$ cat src/adc_feature_map.svh
// register offsets, field positions, reset values and timing counts of the feature control block
`ifndef ADC_FEATURE_MAP_SVH
`define ADC_FEATURE_MAP_SVH

// ****************************************
// register offsets (byte addresses)
// ****************************************
`define ADDR_MODE 8'h00
`define ADDR_FILTER_A 8'h04
`define ADDR_FILTER_B 8'h08
`define ADDR_CONTROL 8'h0C
`define ADDR_STATUS 8'h10

// ****************************************
// field positions
// ****************************************
`define MODE_BIT_ONE 0
`define MODE_BIT_TWO 1
`define CTRL_BYPASS_BIT 0
`define CTRL_ENA_A_BIT 1
`define CTRL_ENA_B_BIT 2
`define ST_NS_A_BIT 0
`define ST_NS_B_BIT 1
`define ST_FEAT_BIT 2
`define ST_PDOWN_BIT 3
`define ST_STBY_BIT 4
`define ST_MUX_BIT 5
`define ST_RSVD_BIT 6

// ****************************************
// widths, limits and reset values
// ****************************************
`define FILTER_W 6
`define FILTER_COUNT 6'h37
`define FILTER_LAST 6'h36
`define FILTER_RESET 6'h00
`define MODE_RESET 2'h0
`define CTRL_RESET 3'h0
`define SAMPLE_W 11
`define LATENCY_CYCLES 16
`define WIDE_RATE_MHZ 184
`define NARROW_RATE_MHZ 200
`define WIDE_CLASS_FIRST 6'h1E
`define CLASS_60_FIRST 6'h28
`define CLASS_30_FIRST 6'h15
`define CLASS_30_LAST 6'h1C

`endif

$ cat src/adc_feature_pkg.sv
// types shared by the feature control block
package adc_feature_pkg;
  typedef logic [5:0] filter_index_t;
  typedef logic [10:0] sample_t;
  typedef logic [7:0] reg_addr_t;
  typedef logic [31:0] reg_data_t;
  typedef enum logic [1:0] {
    mode_default = 2'b00,
    mode_shaping_only = 2'b01,
    mode_all_features = 2'b10
  } feature_mode_t;
  typedef enum logic [1:0] {
    class_20 = 2'b00,
    class_30 = 2'b01,
    class_40 = 2'b10,
    class_60 = 2'b11
  } bw_class_t;
  typedef enum logic [2:0] {
    pin_normal = 3'b000,
    pin_power_down = 3'b001,
    pin_standby_a = 3'b010,
    pin_reserved = 3'b011,
    pin_mux = 3'b100
  } pin_state_t;
endpackage

$ cat src/adc_feature_ctrl.sv
// digital feature and noise shaping control of a dual channel converter
// Notes on behaviour
// - two mode bits steer test pattern, gain, offset and noise shaping, and zero in both means default operation.
// - mode bits 0,1 enable noise shaping only and bypass test pattern, gain and offset correction.
// - first mode bit set enables noise shaping and all other digital features whatever the second bit holds.
// - one of 55 preset filters is chosen by a filter index field.
// - each channel has its own filter index field.
// - the presets fall into four bandwidth classes with several centres each.
// - bandwidth and centre are fixed fractions of the sample rate, referenced to 184 or 200 MHz.
// - after reset noise shaping is off on both channels.
// - in pin control the three control pins switch noise shaping at run time.
// - with the bypass bit set each channel follows its own register enable bit.
// - first pin low makes pins two and three the channel A and B enables.
// - first pin high selects power down, channel A standby or multiplexed output, one code reserved.
// - output words appear 16 sample clocks after their input was sampled.
`timescale 1ns/1ps
`default_nettype none
`include "adc_feature_map.svh"

module adc_feature_ctrl (
  input wire logic sys_clk,
  input wire logic srst,
  input wire adc_feature_pkg::reg_addr_t reg_addr,
  input wire adc_feature_pkg::reg_data_t reg_wdata,
  input wire logic reg_write,
  input wire logic reg_read,
  output adc_feature_pkg::reg_data_t reg_rdata,
  input wire logic control_pin_one,
  input wire logic control_pin_two,
  input wire logic control_pin_three,
  input wire adc_feature_pkg::sample_t raw_sample_a,
  input wire adc_feature_pkg::sample_t raw_sample_b,
  output adc_feature_pkg::sample_t first_channel_output_bus,
  output adc_feature_pkg::sample_t second_channel_output_bus,
  output logic noise_shaping_on_a,
  output logic noise_shaping_on_b,
  output adc_feature_pkg::filter_index_t active_filter_a,
  output adc_feature_pkg::filter_index_t active_filter_b,
  output adc_feature_pkg::bw_class_t active_class_a,
  output adc_feature_pkg::bw_class_t active_class_b,
  output logic wide_rate_ref_a,
  output logic wide_rate_ref_b,
  output logic aux_features_on,
  output logic global_power_down,
  output logic standby_a,
  output logic mux_output
);
  import adc_feature_pkg::*;

  // ****************************************
  // helpers
  // ****************************************
  // wide presets scale from the lower reference rate; shared by class and rate decode
  function automatic logic is_wide(input filter_index_t idx);
    return idx >= `WIDE_CLASS_FIRST;
  endfunction

  // bandwidth class of a preset, used for both channels
  function automatic bw_class_t class_of(input filter_index_t idx);
    bw_class_t c;
    c = class_20;
    if (idx >= `CLASS_60_FIRST) begin
      c = class_60;
    end else if (is_wide(idx)) begin
      c = class_40;
    end else if (idx >= `CLASS_30_FIRST && idx <= `CLASS_30_LAST) begin
      c = class_30;
    end else begin
      c = class_20;
    end
    return c;
  endfunction

  // one register bus hit, shared by every writable register
  function automatic logic write_hit(input logic strobe, input reg_addr_t addr, input reg_addr_t target);
    return strobe && (addr == target);
  endfunction

  // one channel's shaping enable: registers win while bypassed, pins otherwise
  function automatic logic pick_enable(input feature_mode_t m, input logic bypass, input logic reg_en,
                                       input logic pin_en);
    logic on;
    on = 1'b0;
    if (m != mode_default) begin
      if (bypass) begin
        on = reg_en;
      end else begin
        on = pin_en;
      end
    end
    return on;
  endfunction

  function automatic feature_mode_t decode_mode(input logic [1:0] bits);
    feature_mode_t m;
    m = mode_default;
    if (bits[`MODE_BIT_ONE]) begin
      m = mode_all_features;
    end else if (bits[`MODE_BIT_TWO]) begin
      m = mode_shaping_only;
    end else begin
      m = mode_default;
    end
    return m;
  endfunction

  // ****************************************
  // configuration registers
  // ****************************************
  logic [1:0] mode_bits;
  filter_index_t noise_shaping_filter_index [2];
  logic pin_control_bypass;
  logic noise_shaping_enable_ch_a;
  logic noise_shaping_enable_ch_b;
  feature_mode_t mode;
  pin_state_t pin_state;
  logic pin_ena_a;
  logic pin_ena_b;
  logic next_on_a;
  logic next_on_b;
  logic write_mode;
  logic write_control;
  logic [1:0] write_filter;

  // ****************************************
  // write decode
  // ****************************************
  // decoded once so every register sees the same strobe qualification
  assign write_mode = write_hit(reg_write, reg_addr, `ADDR_MODE);
  assign write_control = write_hit(reg_write, reg_addr, `ADDR_CONTROL);
  assign write_filter[0] = write_hit(reg_write, reg_addr, `ADDR_FILTER_A);
  assign write_filter[1] = write_hit(reg_write, reg_addr, `ADDR_FILTER_B);

  // both bits kept as written; the decode ignores the second bit while the first is set
  always_ff @(posedge sys_clk) begin
    if (srst) begin
      mode_bits <= `MODE_RESET;
    end else if (write_mode) begin
      mode_bits <= reg_wdata[1:0];
    end
  end

  // out of range indices are refused so only the 55 presets can be held
  genvar ch;
  generate
    for (ch = 0; ch < 2; ch++) begin : g_filter
      always_ff @(posedge sys_clk) begin
        if (srst) begin
          noise_shaping_filter_index[ch] <= `FILTER_RESET;
        end else if (write_filter[ch] && reg_wdata[`FILTER_W-1:0] <= `FILTER_LAST) begin
          noise_shaping_filter_index[ch] <= reg_wdata[5:0];
        end
      end
    end
  endgenerate

  // bypass rides in the same word as the enables, so the final write sets both at once
  always_ff @(posedge sys_clk) begin
    if (srst) begin
      pin_control_bypass <= 1'b0;
    end else if (write_control) begin
      pin_control_bypass <= reg_wdata[`CTRL_BYPASS_BIT];
    end
  end

  always_ff @(posedge sys_clk) begin
    if (srst) begin
      noise_shaping_enable_ch_a <= 1'b0;
      noise_shaping_enable_ch_b <= 1'b0;
    end else if (write_control) begin
      noise_shaping_enable_ch_a <= reg_wdata[`CTRL_ENA_A_BIT];
      noise_shaping_enable_ch_b <= reg_wdata[`CTRL_ENA_B_BIT];
    end
  end

  // ****************************************
  // control pin decode
  // ****************************************
  always_comb begin
    mode = decode_mode(mode_bits);
    pin_ena_a = 1'b0;
    pin_ena_b = 1'b0;
    pin_state = pin_normal;
    if (!control_pin_one) begin
      pin_ena_a = control_pin_two;
      pin_ena_b = control_pin_three;
      pin_state = pin_normal;
    end else begin
      case ({control_pin_two, control_pin_three})
        2'b00: pin_state = pin_power_down;
        2'b01: pin_state = pin_standby_a;
        2'b11: pin_state = pin_mux;
        default: pin_state = pin_reserved;
      endcase
    end
  end

  // ****************************************
  // noise shaping enables
  // ****************************************
  // pins are followed live without register writes; bypass hands control to registers
  always_comb begin
    next_on_a = pick_enable(mode, pin_control_bypass, noise_shaping_enable_ch_a, pin_ena_a);
    next_on_b = pick_enable(mode, pin_control_bypass, noise_shaping_enable_ch_b, pin_ena_b);
  end

  always_ff @(posedge sys_clk) begin
    if (srst) begin
      noise_shaping_on_a <= 1'b0;
      noise_shaping_on_b <= 1'b0;
    end else begin
      noise_shaping_on_a <= next_on_a;
      noise_shaping_on_b <= next_on_b;
    end
  end

  always_ff @(posedge sys_clk) begin
    if (srst) begin
      aux_features_on <= 1'b0;
    end else begin
      aux_features_on <= (mode == mode_all_features);
    end
  end

  // ****************************************
  // registered pin decodes
  // ****************************************
  always_ff @(posedge sys_clk) begin
    if (srst) begin
      global_power_down <= 1'b0;
      standby_a <= 1'b0;
      mux_output <= 1'b0;
    end else begin
      global_power_down <= (pin_state == pin_power_down);
      standby_a <= (pin_state == pin_standby_a);
      mux_output <= (pin_state == pin_mux);
    end
  end

  // ****************************************
  // filter selection
  // ****************************************
  // selection as seen by the shaping filters, with its class and rate reference
  always_ff @(posedge sys_clk) begin
    if (srst) begin
      active_filter_a <= `FILTER_RESET;
      active_filter_b <= `FILTER_RESET;
    end else begin
      active_filter_a <= noise_shaping_filter_index[0];
      active_filter_b <= noise_shaping_filter_index[1];
    end
  end

  always_ff @(posedge sys_clk) begin
    if (srst) begin
      active_class_a <= class_20;
      active_class_b <= class_20;
    end else begin
      active_class_a <= class_of(noise_shaping_filter_index[0]);
      active_class_b <= class_of(noise_shaping_filter_index[1]);
    end
  end

  // presets from index 30 up scale from the 184 MHz reference, the rest from 200 MHz
  always_ff @(posedge sys_clk) begin
    if (srst) begin
      wide_rate_ref_a <= 1'b0;
      wide_rate_ref_b <= 1'b0;
    end else begin
      wide_rate_ref_a <= is_wide(noise_shaping_filter_index[0]);
      wide_rate_ref_b <= is_wide(noise_shaping_filter_index[1]);
    end
  end

  // ****************************************
  // output latency pipeline
  // ****************************************
  // 16 stages from the sampling edge to the output flops
  sample_t pipe_a [`LATENCY_CYCLES];
  sample_t pipe_b [`LATENCY_CYCLES];

  // reset flushes the pipe so no sample from before a reset reaches the buses
  always_ff @(posedge sys_clk) begin
    if (srst) begin
      for (int i = 0; i < `LATENCY_CYCLES; i++) begin
        pipe_a[i] <= '0;
        pipe_b[i] <= '0;
      end
    end else begin
      pipe_a[0] <= raw_sample_a;
      pipe_b[0] <= raw_sample_b;
      for (int i = 1; i < `LATENCY_CYCLES; i++) begin
        pipe_a[i] <= pipe_a[i-1];
        pipe_b[i] <= pipe_b[i-1];
      end
    end
  end

  // mux mode interleaves channel A onto the second bus from the same tap, so latency stays 16
  logic mux_phase;
  always_ff @(posedge sys_clk) begin
    if (srst) begin
      mux_phase <= 1'b0;
    end else begin
      mux_phase <= mux_output ? ~mux_phase : 1'b0;
    end
  end

  assign first_channel_output_bus = pipe_a[`LATENCY_CYCLES-1];
  assign second_channel_output_bus = (mux_output && mux_phase) ? pipe_a[`LATENCY_CYCLES-1]
                                                                : pipe_b[`LATENCY_CYCLES-1];

  // ****************************************
  // register read port
  // ****************************************
  // the reserved flag is the live pin code; every other status bit is already registered
  reg_data_t status_word;
  reg_data_t next_rdata;
  assign status_word = {25'h0, pin_state == pin_reserved, mux_output, standby_a, global_power_down,
                        aux_features_on, noise_shaping_on_b, noise_shaping_on_a};

  always_comb begin
    next_rdata = '0;
    if (reg_read) begin
      case (reg_addr)
        `ADDR_MODE: next_rdata = {30'h0, mode_bits};
        `ADDR_FILTER_A: next_rdata = {26'h0, noise_shaping_filter_index[0]};
        `ADDR_FILTER_B: next_rdata = {26'h0, noise_shaping_filter_index[1]};
        `ADDR_CONTROL: next_rdata = {29'h0, noise_shaping_enable_ch_b, noise_shaping_enable_ch_a,
                                     pin_control_bypass};
        `ADDR_STATUS: next_rdata = status_word;
        default: next_rdata = '0;
      endcase
    end
  end

  // data stand for the one cycle after the strobe, then fall back to zero
  always_ff @(posedge sys_clk) begin
    if (srst) begin
      reg_rdata <= '0;
    end else begin
      reg_rdata <= next_rdata;
    end
  end

endmodule

`default_nettype wire

$ cat config.mk
export PLATFORM = sky130hd
export DESIGN_NAME = adc_feature_ctrl
export DESIGN_NICKNAME = d
export VERILOG_FILES = /design/src/adc_feature_pkg.sv /design/src/adc_feature_ctrl.sv
export VERILOG_INCLUDE_DIRS = /design/src /design/src/src
export SDC_FILE = /design/constraint.sdc
export NUM_CORES = 1
export LEC_CHECK = 0
export BUFFER_PORTS_ARGS = -buffer_cell sky130_fd_sc_hd__buf_4
export CORE_MARGIN = 2
export CORE_UTILIZATION = 45
export CTS_BUF_LIST = sky130_fd_sc_hd__clkbuf_16
export DETAILED_ROUTE_END_ITERATION = 8
export PLACE_DENSITY = 0.67
export SLEW_MARGIN = 15
export SYNTH_ARGS = -nofsm -noshare
export SYNTH_HDL_FRONTEND = slang
export SYNTH_SLANG_ARGS = --single-unit
$ cat constraint.sdc
create_clock -name sys_clk -period 1.85 [get_ports sys_clk]
set_input_delay 0.2775 -clock sys_clk [delete_from_list [all_inputs] [get_ports sys_clk]]
set_output_delay 0.2775 -clock sys_clk [all_outputs]
set_load 0.005 [all_outputs]
==> impl_metrics.ini <==
[cts]
cts.htree.levels = 2
cts.reportedPaths.clkPinSlew_ns = 0.06
clockRootBuffer = sky130_fd_sc_hd__clkbuf_16
cts_num_sinks = 401
cts-buffers-inserted = 36
cts_tree = built
cts_buffer_depth = 3
post_cts.repair.setup_buffers = 0
clock_insertion_delay_worst_skew_ns = 0.50

[routing]
detail_route.wirelength.met1_mm = 7.716
met3_wirelength_microns = 924
met2_layer_wire_length_in_the_routed_design_mm = 7.323
drt_first_pass_iters = 4
route.final.wire_length_mm = 16.32
detailedRoute.firstIterationViolations = 302
dr_vias = 6068
vias_per_cell = 4.179
ant_nets = 0
wl_per_cell_microns = 11.24
highest_layer = met4
post-route-drc-count = 0

[synth]
synth_enable_flop_cells = 12
netlist_top_cells_count = sky130_fd_sc_hd__dfxtp_1 (389), sky130_fd_sc_hd__nor2b_1 (363), sky130_fd_sc_hd__clkbuf_1 (48), sky130_fd_sc_hd__buf_4 (36), sky130_fd_sc_hd__edfxtp_1 (12)
number_of_instances_in_the_synthesized_netlist = 986
netlist_area_before_placement_sq_mm = 0.01182
synthMostInstantiatedCell = sky130_fd_sc_hd__dfxtp_1
post_synth.cell_area_avg_sq_um = 11.98
post_synth_num_cell_types = 41
ys.flop_type = sky130_fd_sc_hd__dfxtp_1
synth_largest_type_area_fraction_pct = 65.91
yosys-top-cells-area = sky130_fd_sc_hd__dfxtp_1 (66%), sky130_fd_sc_hd__nor2b_1 (19%), sky130_fd_sc_hd__edfxtp_1 (3.0%), sky130_fd_sc_hd__buf_4 (2.3%), sky130_fd_sc_hd__clkbuf_1 (1.5%)
synth_sequential_area_ratio_pct = 68.96
ys_async_sr_fraction_pct = 0
netlist.top_cell.by_area = sky130_fd_sc_hd__dfxtp_1
yosysWarningCount = 0
postSynthRegisterBits = 401

[die]
die_x_microns = 166.0
die_area_sq_mm = 0.02757
chipHeight_microns = 166.0
floorplan.core_area_sq_mm = 0.02591
row_count = 59
top_level_ports = 147
initial_cell_density_of_the_core_pct = 45.60

[sta]
rsz_0062_raised_after_global_routing = false
fmaxAchievable_ghz = 0.5678
setup-tns-final_ns = 0
post-route-min-period_ns = 1.761
max-slew-margin-rel_pct = 59.04
timing_hold_violations_final = 0
timing.hold.ws_ns = 0.03451
layout_worst_path_cycle_share_pct = 95.21
final-max-slew-violation-count = 0
worst_slew_pin_slew_ns = 0.6121
setup_viol_count_final = 0
finClkSkew_ns = 0.01052

[layout]
layout-drive-gt1-share_pct = 15.67
design.final.nets = 1162
syn_to_final_growth_pct = 19.34
antenna-diode-count = 0

[setup_path]
critical_path.max_fanout = 5
kind_of_critical_path = register to output pin
crit_required_ns = 1.57
critical_path_arrival_ns = 1.48
cp_cell_sequence = nand2_2 -> mux2_2 -> buf_4
r2r_slack_ns = 0.61
reg2regPathDepth = 3
critical_path.endpoint_type = output pin
cp_slowest_stage_delay_ns = 0.36
startpoint_type = register
critical_path.slowest_cell = sky130_fd_sc_hd__dfxtp_2
worst_r2r_startpoint = noise_shaping_filter_index[0][1]
reg_to_reg_critical_path_endpoint = active_class_a[0]

[pwr]
p_clk_share_pct = 43.1
internal_power_uw = 13150
power.share.sequential_pct = 53.9
p_comb_share_pct = 2.9
leakagePower_uw = 0.005784
power_density_mw_per_mm2 = 1162
power.switching_uw = 3229
power_switching_share_pct = 19.72
p_total_uw = 16380
power.ir.vdd_worst_uv = 929.2

[placed_design]
hpwlAfterDp_mm = 9.810
io_buffers = 95
routability_congestion = 0.7733

[worst_hold_path]
hold_class = input pin to register
hold_ep = noise_shaping_on_a
min_from = control_pin_two
hold_path_depth = 3

[global_routing]
grtUsageTotal_pct = 11.77
wire_length_of_the_first_global_routing_pass_mm = 26.67
grt-ovfl-total = 0
pin_count_of_the_biggest_net_entering_global_routing = 93
grt_pass1_vias = 5595
antenna_violations_before_repair = 0

[flow_run]
drv_cap = 0

[outcome]
outcome = completed
[power by group through the flow]
stage	combinational (uW)	sequential [uW]	clock, uW
2_1_floorplan	304	9010	0
3_3_place_gp	436	9030	0
3_5_place_dp	443	9030	0
4_1_cts	481	8840	7240
5_1_grt	534	8840	7620
6_report	478	8840	7060
[cell type report]
cell class                 instances  area, sq um
fill                            2168        11810
sequential                       401         8150
multi-input combinational        518         3282
timing repair buffer             130         1089
clock buffer                      38        950.9
tap                              335        419.2
clock inverter                    25        190.2
inverter                           5        18.77
[cells by family (layout without fill, tap and decap cells)]
kind of cell / count (synthesis) / after routing / synth area share (%)
AO/OA/AOI/OAI: 29 / 29 / 1.525
XOR/XNOR: 2 / 2 / 0.1483
adder cells (fa/ha/maj): 1 / 1 / 0.1059
buffers and inverters: 92 / 198 / 4.141
flip-flops: 401 / 401 / 68.96
multiplexers: 21 / 21 / 1.896
other: 1 / 25 / 0.03174
AND/OR/NAND/NOR: 439 / 440 / 23.19
[per-layer routing]
layer  vias to the layer above  track usage, %
li1                       3231               -
met4                         0           4.537
met5                         -               0
met3                        30           2.908
met2                       163           18.80
met1                      2644           15.48
[timing repair]
action                                  4_1_cts  5_1_grt
endpoints found under the hold margin        22        0
pin swaps                                     0        1
cloned                                        0        1
endpoints found under the setup margin       11        7
hold buffers                                 22        0
resized for setup                             2        2
[cells in the final DEF (no fill, tap or decap), drive strengths merged, types with 3 or more instances in the layout]
cell type,instances
a21o,3
or3,3
dfxtp,389
dlygate4sd3,22
nor4b,6
conb,25
a21oi,11
mux2,11
nand3b,8
clkinv,13
mux2i,10
buf,108
nor2,8
nand3,4
bufinv,3
nor3b,5
edfxtp,12
nor3,9
nor2b,363
o21ai,6
inv,14
nand2b,9
nand2,12
and3b,4
clkbuf,38
[worst max path at each step]
stage | slack, ns | to | from
after floorplan | 0.26 | noise_shaping_enable_ch_a | reg_addr[4]
after global placement | 0.16 | pin_control_bypass | reg_addr[4]
after detailed placement | 0.15 | pin_control_bypass | reg_addr[4]
after CTS | 0.03 | second_channel_output_bus[3] | mux_output
after global routing | 0.03 | second_channel_output_bus[7] | mux_phase
final | 0.09 | second_channel_output_bus[10] | mux_output
[registers in the layout, summed over array words and instances, names as in the netlist, 2 cells and up]
| signal | count |
|---|---|
| active_filter_a | 6 |
| noise_shaping_filter_index | 12 |
| mode_bits | 2 |
| pipe_b | 176 |
| active_class_a | 2 |
| pipe_a | 176 |
| active_filter_b | 6 |
| active_class_b | 2 |
| reg_rdata | 7 |
[metrics by stage]
step / utilization (%) / instance area (sq um) / worst slack [ns] / instances
final: 54.42 / 14100 / 0.08869 / 1452
after global routing: 54.42 / 14100 / 0.02903 / 1452
after CTS: 54.38 / 14090 / 0.02819 / 1451
after detailed placement: 49.10 / 12720 / 0.1462 / 1366
after global placement: 49.10 / 12720 / 0.1585 / 1366
after floorplan: - / 11910 / 0.2570 / 1010
[critical path, delay by kind of cell, from the launching register on]
kind	cells	cell delay, ns
buffers and inverters	1	0.13
DFF	1	0.36
muxes	1	0.35
and+or+nand+nor	1	0.14
(Power assumes the default switching activity.)
